File: src/rtl/sjt_pkg.sv
// constants and types shared by the test access port design
package sjt_pkg;
   localparam int IR_W = 3;
   localparam int ID_W = 32;
   localparam int BS_W = 109;
   localparam logic [IR_W-1:0] INS_EXTEST = 3'h0;
   localparam logic [IR_W-1:0] INS_IDCODE = 3'h1;
   localparam logic [IR_W-1:0] INS_SAMPLEZ = 3'h2;
   localparam logic [IR_W-1:0] INS_SAMPLE = 3'h4;
   localparam logic [IR_W-1:0] INS_BYPASS = 3'h7;
   // capture pattern of the instruction register, low bits 01
   localparam logic [IR_W-1:0] IR_CAPTURE = 3'h1;
   // identification value, arbitrary
   localparam logic [ID_W-1:0] ID_VALUE = 32'h00a5a5a5;
   localparam int RESET_TMS_EDGES = 5;
   typedef enum logic [3:0] {
      SJT_RESET = 4'h0, SJT_IDLE = 4'h1, SJT_SEL_DR = 4'h2, SJT_CAP_DR = 4'h3,
      SJT_SH_DR = 4'h4, SJT_EX1_DR = 4'h5, SJT_PA_DR = 4'h6, SJT_EX2_DR = 4'h7,
      SJT_UP_DR = 4'h8, SJT_SEL_IR = 4'h9, SJT_CAP_IR = 4'ha, SJT_SH_IR = 4'hb,
      SJT_EX1_IR = 4'hc, SJT_PA_IR = 4'hd, SJT_EX2_IR = 4'he, SJT_UP_IR = 4'hf
   } sjt_state_t;
endpackage

File: src/rtl/sjt_edge_if.sv
// synchronised test pins and clock edge strobes
`timescale 1ns/1ps
interface sjt_edge_if;
   logic rise;
   logic fall;
   logic tms;
   logic tdi;
   modport src (output rise, output fall, output tms, output tdi);
   modport dst (input rise, input fall, input tms, input tdi);
endinterface

File: src/rtl/sjt_pin_sync.sv
// two-flop synchronisers for test pins and test clock edge detection
`timescale 1ns/1ps
module sjt_pin_sync (
   input wire logic clk, // system clock
   input wire logic reset_n, // async reset, active low
   input wire logic tck, // test clock pin
   input wire logic tms, // mode select pin
   input wire logic tdi, // serial data in pin
   sjt_edge_if.src eo // edges and synced pins
);
   logic [2:0] s1_reg;
   logic [2:0] s2_reg;
   logic tck_d_reg;
   // tms and tdi float high when unconnected, so their idle value is one; tck idles low
   always_ff @(posedge clk or negedge reset_n) begin
      if (!reset_n) begin
         s1_reg <= 3'h6;
         s2_reg <= 3'h6;
         tck_d_reg <= 1'b0;
      end else begin
         s1_reg <= {tms, tdi, tck};
         s2_reg <= s1_reg;
         tck_d_reg <= s2_reg[0];
      end
   end
   assign eo.rise = s2_reg[0] & ~tck_d_reg;
   assign eo.fall = ~s2_reg[0] & tck_d_reg;
   assign eo.tms = s2_reg[2];
   assign eo.tdi = s2_reg[1];
endmodule

File: src/rtl/sjt_tap.sv
// test access port controller with instruction, id, bypass and boundary registers
`timescale 1ns/1ps
module sjt_tap
   import sjt_pkg::*;
#(
   parameter int BSW = BS_W // boundary register length
) (
   input wire logic clk, // system clock, 10 MHz
   input wire logic reset_n, // power-up reset, active low
   input wire logic tck, // test clock pin
   input wire logic tms, // mode select pin
   input wire logic tdi, // serial data in pin
   input wire logic [BSW-1:0] pad_in, // memory pad levels to capture
   output logic tdo, // serial data out
   output logic tdo_oe, // serial out driven
   output logic mem_out_hiz, // force memory outputs high-z
   output logic extest_drive, // boundary cells drive output pads
   output logic [BSW-1:0] bs_out // boundary update latch
);
   import sjt_pkg::*;
   sjt_edge_if eg ();
   sjt_pin_sync u_sync (
      .clk(clk),
      .reset_n(reset_n),
      .tck(tck),
      .tms(tms),
      .tdi(tdi),
      .eo(eg)
   );
   sjt_state_t st_reg, st_next;
   logic [IR_W-1:0] ir_sh_reg, ir_reg;
   logic [ID_W-1:0] id_sh_reg;
   logic [BSW-1:0] bs_sh_reg, bs_up_reg;
   logic bp_reg;
   logic tdo_reg, oe_reg, hiz_reg, ext_reg;
   logic [2:0] hi_cnt_reg;
   logic [BSW-1:0] pad_s1_reg, pad_s2_reg;
   wire sel_id = (ir_reg == INS_IDCODE);
   wire sel_bs = (ir_reg == INS_EXTEST) | (ir_reg == INS_SAMPLEZ)
      | (ir_reg == INS_SAMPLE);
   wire in_ir = (st_reg == SJT_SH_IR);
   wire in_dr = (st_reg == SJT_SH_DR);
   wire sel_bit = in_ir ? ir_sh_reg[0] : sel_id ? id_sh_reg[0] : sel_bs ? bs_sh_reg[0] : bp_reg;
   wire t = eg.tms;
   always_comb begin
      case (st_reg)
         SJT_RESET: st_next = t ? SJT_RESET : SJT_IDLE;
         SJT_IDLE: st_next = t ? SJT_SEL_DR : SJT_IDLE;
         SJT_SEL_DR: st_next = t ? SJT_SEL_IR : SJT_CAP_DR;
         SJT_CAP_DR: st_next = t ? SJT_EX1_DR : SJT_SH_DR;
         SJT_SH_DR: st_next = t ? SJT_EX1_DR : SJT_SH_DR;
         SJT_EX1_DR: st_next = t ? SJT_UP_DR : SJT_PA_DR;
         SJT_PA_DR: st_next = t ? SJT_EX2_DR : SJT_PA_DR;
         SJT_EX2_DR: st_next = t ? SJT_UP_DR : SJT_SH_DR;
         SJT_UP_DR: st_next = t ? SJT_SEL_DR : SJT_IDLE;
         SJT_SEL_IR: st_next = t ? SJT_RESET : SJT_CAP_IR;
         SJT_CAP_IR: st_next = t ? SJT_EX1_IR : SJT_SH_IR;
         SJT_SH_IR: st_next = t ? SJT_EX1_IR : SJT_SH_IR;
         SJT_EX1_IR: st_next = t ? SJT_UP_IR : SJT_PA_IR;
         SJT_PA_IR: st_next = t ? SJT_EX2_IR : SJT_PA_IR;
         SJT_EX2_IR: st_next = t ? SJT_UP_IR : SJT_SH_IR;
         SJT_UP_IR: st_next = t ? SJT_SEL_DR : SJT_IDLE;
         default: st_next = SJT_RESET;
      endcase
   end
   // state and instruction; reset forces idcode
   // update taken on the rise leaving update-ir, outputs follow at the next fall
   always_ff @(posedge clk or negedge reset_n) begin
      if (!reset_n) begin
         st_reg <= SJT_RESET;
         ir_reg <= INS_IDCODE;
      end else if (eg.rise) begin
         st_reg <= st_next;
         if (st_reg == SJT_RESET)
            ir_reg <= INS_IDCODE;
         else if (st_reg == SJT_UP_IR)
            ir_reg <= ir_sh_reg;
      end
   end
   // shift paths, shifting toward bit 0 with serial in at the top
   always_ff @(posedge clk or negedge reset_n) begin
      if (!reset_n) begin
         ir_sh_reg <= IR_CAPTURE;
         id_sh_reg <= ID_VALUE;
         bp_reg <= 1'b0;
      end else if (eg.rise) begin
         if (st_reg == SJT_CAP_IR)
            ir_sh_reg <= IR_CAPTURE;
         else if (in_ir)
            ir_sh_reg <= {eg.tdi, ir_sh_reg[IR_W-1:1]};
         if (st_reg == SJT_CAP_DR)
            id_sh_reg <= ID_VALUE;
         else if (in_dr && sel_id)
            id_sh_reg <= {eg.tdi, id_sh_reg[ID_W-1:1]};
         if (st_reg == SJT_CAP_DR)
            bp_reg <= 1'b0;
         else if (in_dr)
            bp_reg <= eg.tdi;
      end
   end
   // pads move on the memory clocks, so two stages before capture;
   // the tester keeps them still across the capture window, hiding the latency
   always_ff @(posedge clk or negedge reset_n) begin
      if (!reset_n) begin
         pad_s1_reg <= '0;
         pad_s2_reg <= '0;
      end else begin
         pad_s1_reg <= pad_in;
         pad_s2_reg <= pad_s1_reg;
      end
   end
   // boundary capture of pad levels, update latch only in update-dr
   always_ff @(posedge clk or negedge reset_n) begin
      if (!reset_n) begin
         bs_sh_reg <= '0;
         bs_up_reg <= '0;
      end else if (eg.rise) begin
         if (st_reg == SJT_CAP_DR && sel_bs)
            bs_sh_reg <= pad_s2_reg;
         else if (in_dr && sel_bs)
            bs_sh_reg <= {eg.tdi, bs_sh_reg[BSW-1:1]};
         if (st_reg == SJT_UP_DR && sel_bs)
            bs_up_reg <= bs_sh_reg;
      end
   end
   // outputs launched on the falling edge
   always_ff @(posedge clk or negedge reset_n) begin
      if (!reset_n) begin
         tdo_reg <= 1'b0;
         oe_reg <= 1'b0;
         hiz_reg <= 1'b0;
         ext_reg <= 1'b0;
      end else if (eg.fall) begin
         tdo_reg <= sel_bit;
         oe_reg <= in_ir | in_dr;
         hiz_reg <= (ir_reg == INS_SAMPLEZ);
         ext_reg <= (ir_reg == INS_EXTEST);
      end
   end
   assign tdo = tdo_reg;
   assign tdo_oe = oe_reg;
   assign mem_out_hiz = hiz_reg;
   assign extest_drive = ext_reg;
   assign bs_out = bs_up_reg;
   // helper: rising edges seen with mode select high in a row
   always_ff @(posedge clk or negedge reset_n) begin
      if (!reset_n)
         hi_cnt_reg <= 3'h0;
      else if (eg.rise)
         hi_cnt_reg <= !t ? 3'h0 : (hi_cnt_reg == 3'h7) ? 3'h7 : hi_cnt_reg + 3'h1;
   end
endmodule

File: config.mk
export PLATFORM = sky130hd
export DESIGN_NAME = sjt_tap
export DESIGN_NICKNAME = d
export VERILOG_FILES = /design/src/rtl/sjt_pkg.sv /design/src/rtl/sjt_edge_if.sv /design/src/rtl/sjt_pin_sync.sv /design/src/rtl/sjt_tap.sv
export SDC_FILE = /design/constraint.sdc
export NUM_CORES = 1
export LEC_CHECK = 0
export BUFFER_PORTS_ARGS = -buffer_cell sky130_fd_sc_hd__buf_2
export CAP_MARGIN = 0
export CORE_UTILIZATION = 45
export CTS_CLUSTER_DIAMETER = 50
export DETAILED_ROUTE_END_ITERATION = 7
export PLACE_DENSITY = 0.67
export SETUP_SLACK_MARGIN = 0.3
export SLEW_MARGIN = 40
export SYNTH_ARGS = -nofsm -noshare
export SYNTH_HDL_FRONTEND = slang
export SYNTH_SLANG_ARGS = --single-unit
File: constraint.sdc
create_clock -name clk -period 1.6 [get_ports clk]
set_input_delay 0.32 -clock clk [delete_from_list [all_inputs] [get_ports clk]]
set_output_delay 0.32 -clock clk [all_outputs]
set_load 0.005 [all_outputs]
==> flow_summary.json <==
{
  "status": "finished, violations left",
  "violations": "negative setup slack",
  "p_leak_uw": 0.01095,
  "drt_iter0_drc": 426,
  "clk_pin_slew_ns": 0.06,
  "drive_above_1_share": 0.3727,
  "antenna_left": 0,
  "grt_max_degree": 97,
  "regToRegStartpoint": "st_reg[3]",
  "fin_setup_tns_ns": -20.53,
  "grtUsageTotal": 0.1885,
  "setup_slack_ns": -0.1558,
  "r2r-end": "bs_sh_reg[60]",
  "finish.utilization": 0.6273,
  "syn2layout_area_growth_pct": 36.81,
  "core_mm2": 0.03679,
  "max-vdd-ir-drop_uv": 865.4,
  "finalHoldViolCount": 0,
  "finalWirelength_um": 37430,
  "root_buffer": "clkbuf_16",
  "vias_per_cell": 4.995,
  "min_period_ns": 1.756,
  "grt_overflow": 0,
  "powerDensity_mw_per_mm2": 1303,
  "cts_buffer_depth": 3,
  "critPathKind": "flip-flop to flip-flop",
  "cts_tree": "yes",
  "antenna_found_initial": 1,
  "first_pass_iters": 5,
  "rsz0062_at_grt": "yes",
  "crit_fanout": 32,
  "dp_hpwl_um": 21640,
  "synth_edf_count": 0,
  "critPathArrivalTime_ns": 2.25,
  "clock-sinks": 490,
  "fin_crit_sh": 1.097,
  "postSynth.asyncResetShare": 1.000,
  "die_y_um": 195.6,
  "finClkSkew_ns": 0.01890,
  "fp.dieArea_mm2": 0.03826,
  "ioPinCount": 227,
  "max-cap-violations": 0,
  "required_ns": 2.09,
  "clk_latency_ns": 0.58,
  "hp-class": "primary input to asynchronous set/reset pin",
  "setup.worst_path.end_class": "flip-flop",
  "rows": 70,
  "worst_pin_slew_ns": 0.4985,
  "worstSetupStartpointType": "flip-flop",
  "setup_viol": 250,
  "slew_viol_final": 0,
  "yosys_most_used_dff": "dfrtp_1",
  "ff2ff_setup_slack_ns": -0.16,
  "globalplace.congestion": 0.8074,
  "yosys.cell_types.count": 49,
  "reg2reg_depth": 7,
  "die_w_um": 195.6,
  "numCtsBuffers": 51,
  "remaining_drc_errors": 0,
  "relSlewSlack": 0.6677,
  "syn_inst": 1116,
  "start_util": 0.4585,
  "wire_per_inst_um": 18.03,
  "clock.fmax_mhz": 569.5,
  "dp_slack_ns": -0.2221,
  "syn_nets": 1230,
  "synth-seq-cells": 490,
  "io_buffers": 226,
  "startpoint": "st_reg[3]",
  "grt_pass1_wl_um": 56760,
  "nFillCells": 2663,
  "final_nets": 1680,
  "num_vias": 10370,
  "postSynthAreaPerCell_um2": 15.11,
  "synth_area_mm2": 0.01687,
  "grt_pass1_vias": 10680,
  "synth_warnings": 0,
  "synth_seq_area_share": 0.7283,
  "h-tree-depth": 2
}
==> metrics by stage <==
stage / cell area [um2] / instances / hold WS (ns) / power (uW)
2_1_floorplan: 16930 / 1116 / 0.02441 / 15900
3_3_place_gp: 19210 / 1831 / 0.1944 / 17140
3_5_place_dp: 19210 / 1831 / 0.1927 / 17250
4_1_cts: 22360 / 2046 / 0.1596 / 30170
5_1_grt: 23080 / 2076 / 0.1813 / 31280
6_report: 23080 / 2076 / 0.1890 / 30070
==> layout make-up <==
type	count	area (um2)	area share
antenna	1	2.502	0.0001084
clock buffer	73	1520	0.06588
clock inverter	21	274.0	0.01187
inverter	5	18.77	0.0008133
multi-input combinational	558	4264	0.1848
sequential	490	12290	0.5325
tap	468	585.6	0.02537
timing repair buffer	460	4124	0.1787
==> layer usage <==
layer,GRT usage,wire length (um),part of all wire
met1,0.2592,16910,0.45
met2,0.3017,18010,0.48
met3,0.03575,1673,0.045
met4,0.06591,844,0.023
met5,0,0,0
==> synth_stat cells, drive strengths merged, types with 3 or more instances <==
cell    instances  area share
buf            49       0.021
clkbuf         14      0.0031
nor2            8      0.0018
o22a           12      0.0064
nand2         125       0.028
a31oi           3      0.0011
a22o           22       0.011
nor2b           6      0.0022
o21ai         120       0.036
a21oi           8      0.0026
dfrtp         472        0.70
dfstp          18       0.028
nand2b          3      0.0011
nor3            3     0.00089
inv             5      0.0011
mux2i         108       0.064
mux2          110       0.075
==> worst max-delay path by stage <==
| stage | to | slack, ns | cells after the start |
|---|---|---|---|
| 2_1_floorplan | id_sh_reg[10] | -0.09 | 4 |
| 3_5_place_dp | st_reg[0] | -0.22 | 5 |
| 5_1_grt | bs_sh_reg[63] | -0.22 | 6 |
| 3_3_place_gp | st_reg[0] | -0.15 | 5 |
| 6_report | bs_sh_reg[60] | -0.16 | 7 |
| 4_1_cts | bs_sh_reg[41] | -0.13 | 6 |
==> power by group <==
part / total, uW / switching [uW] / internal [uW]
Clock: 12300 / 4830 / 7450
Sequential: 13900 / 520 / 13400
Combinational: 3900 / 1780 / 2120
==> logic make-up (layout without fill, tap and decap cells) <==
kind of cell | after synthesis | in the layout | share of synthesized area
DFF | 490 | 490 | 0.7283
muxes | 218 | 218 | 0.1391
AOI/OAI and AO/OA | 181 | 181 | 0.06550
and+or+nand+nor | 158 | 158 | 0.04132
buffers and inverters | 68 | 559 | 0.02529
xor gates and xnor gates | 1 | 1 | 0.0005193
other | 0 | 1 | 0
==> cells in the final DEF (no fill, tap or decap), drive strengths merged, types with 3 or more instances in the layout <==
cell and n:
o21ai 120, nand2b 3, dfrtp 472, mux2 110
mux2i 108, o22a 12, inv 9, a31oi 3
nand2 125, buf 332, dlygate4sd3 113, a22o 22
dfstp 18, nor2b 6, a21oi 8, bufinv 5
nor2 8, nor3 3, clkinv 11, clkbuf 88
==> critical path, cell delays in order (launching register included) <==
cell	delay, ns
dfrtp_2	0.43
buf_4	0.15
nor3b_4	0.22
buf_4	0.16
o211ai_4	0.12
buf_12	0.19
buf_12	0.17
o21ai_0	0.21
==> repair_timing <==
item | 4_1_cts | 5_1_grt
hold buffers | 113 | 0
gates cloned | 3 | 19
gates resized for setup | 72 | 69
pin swaps | 3 | 6
buffers inserted | 5 | 10
endpoints found under the hold margin | 375 | 0
endpoints found under the setup margin | 376 | 376
No activity file was read; power rests on OpenSTA's default activity.
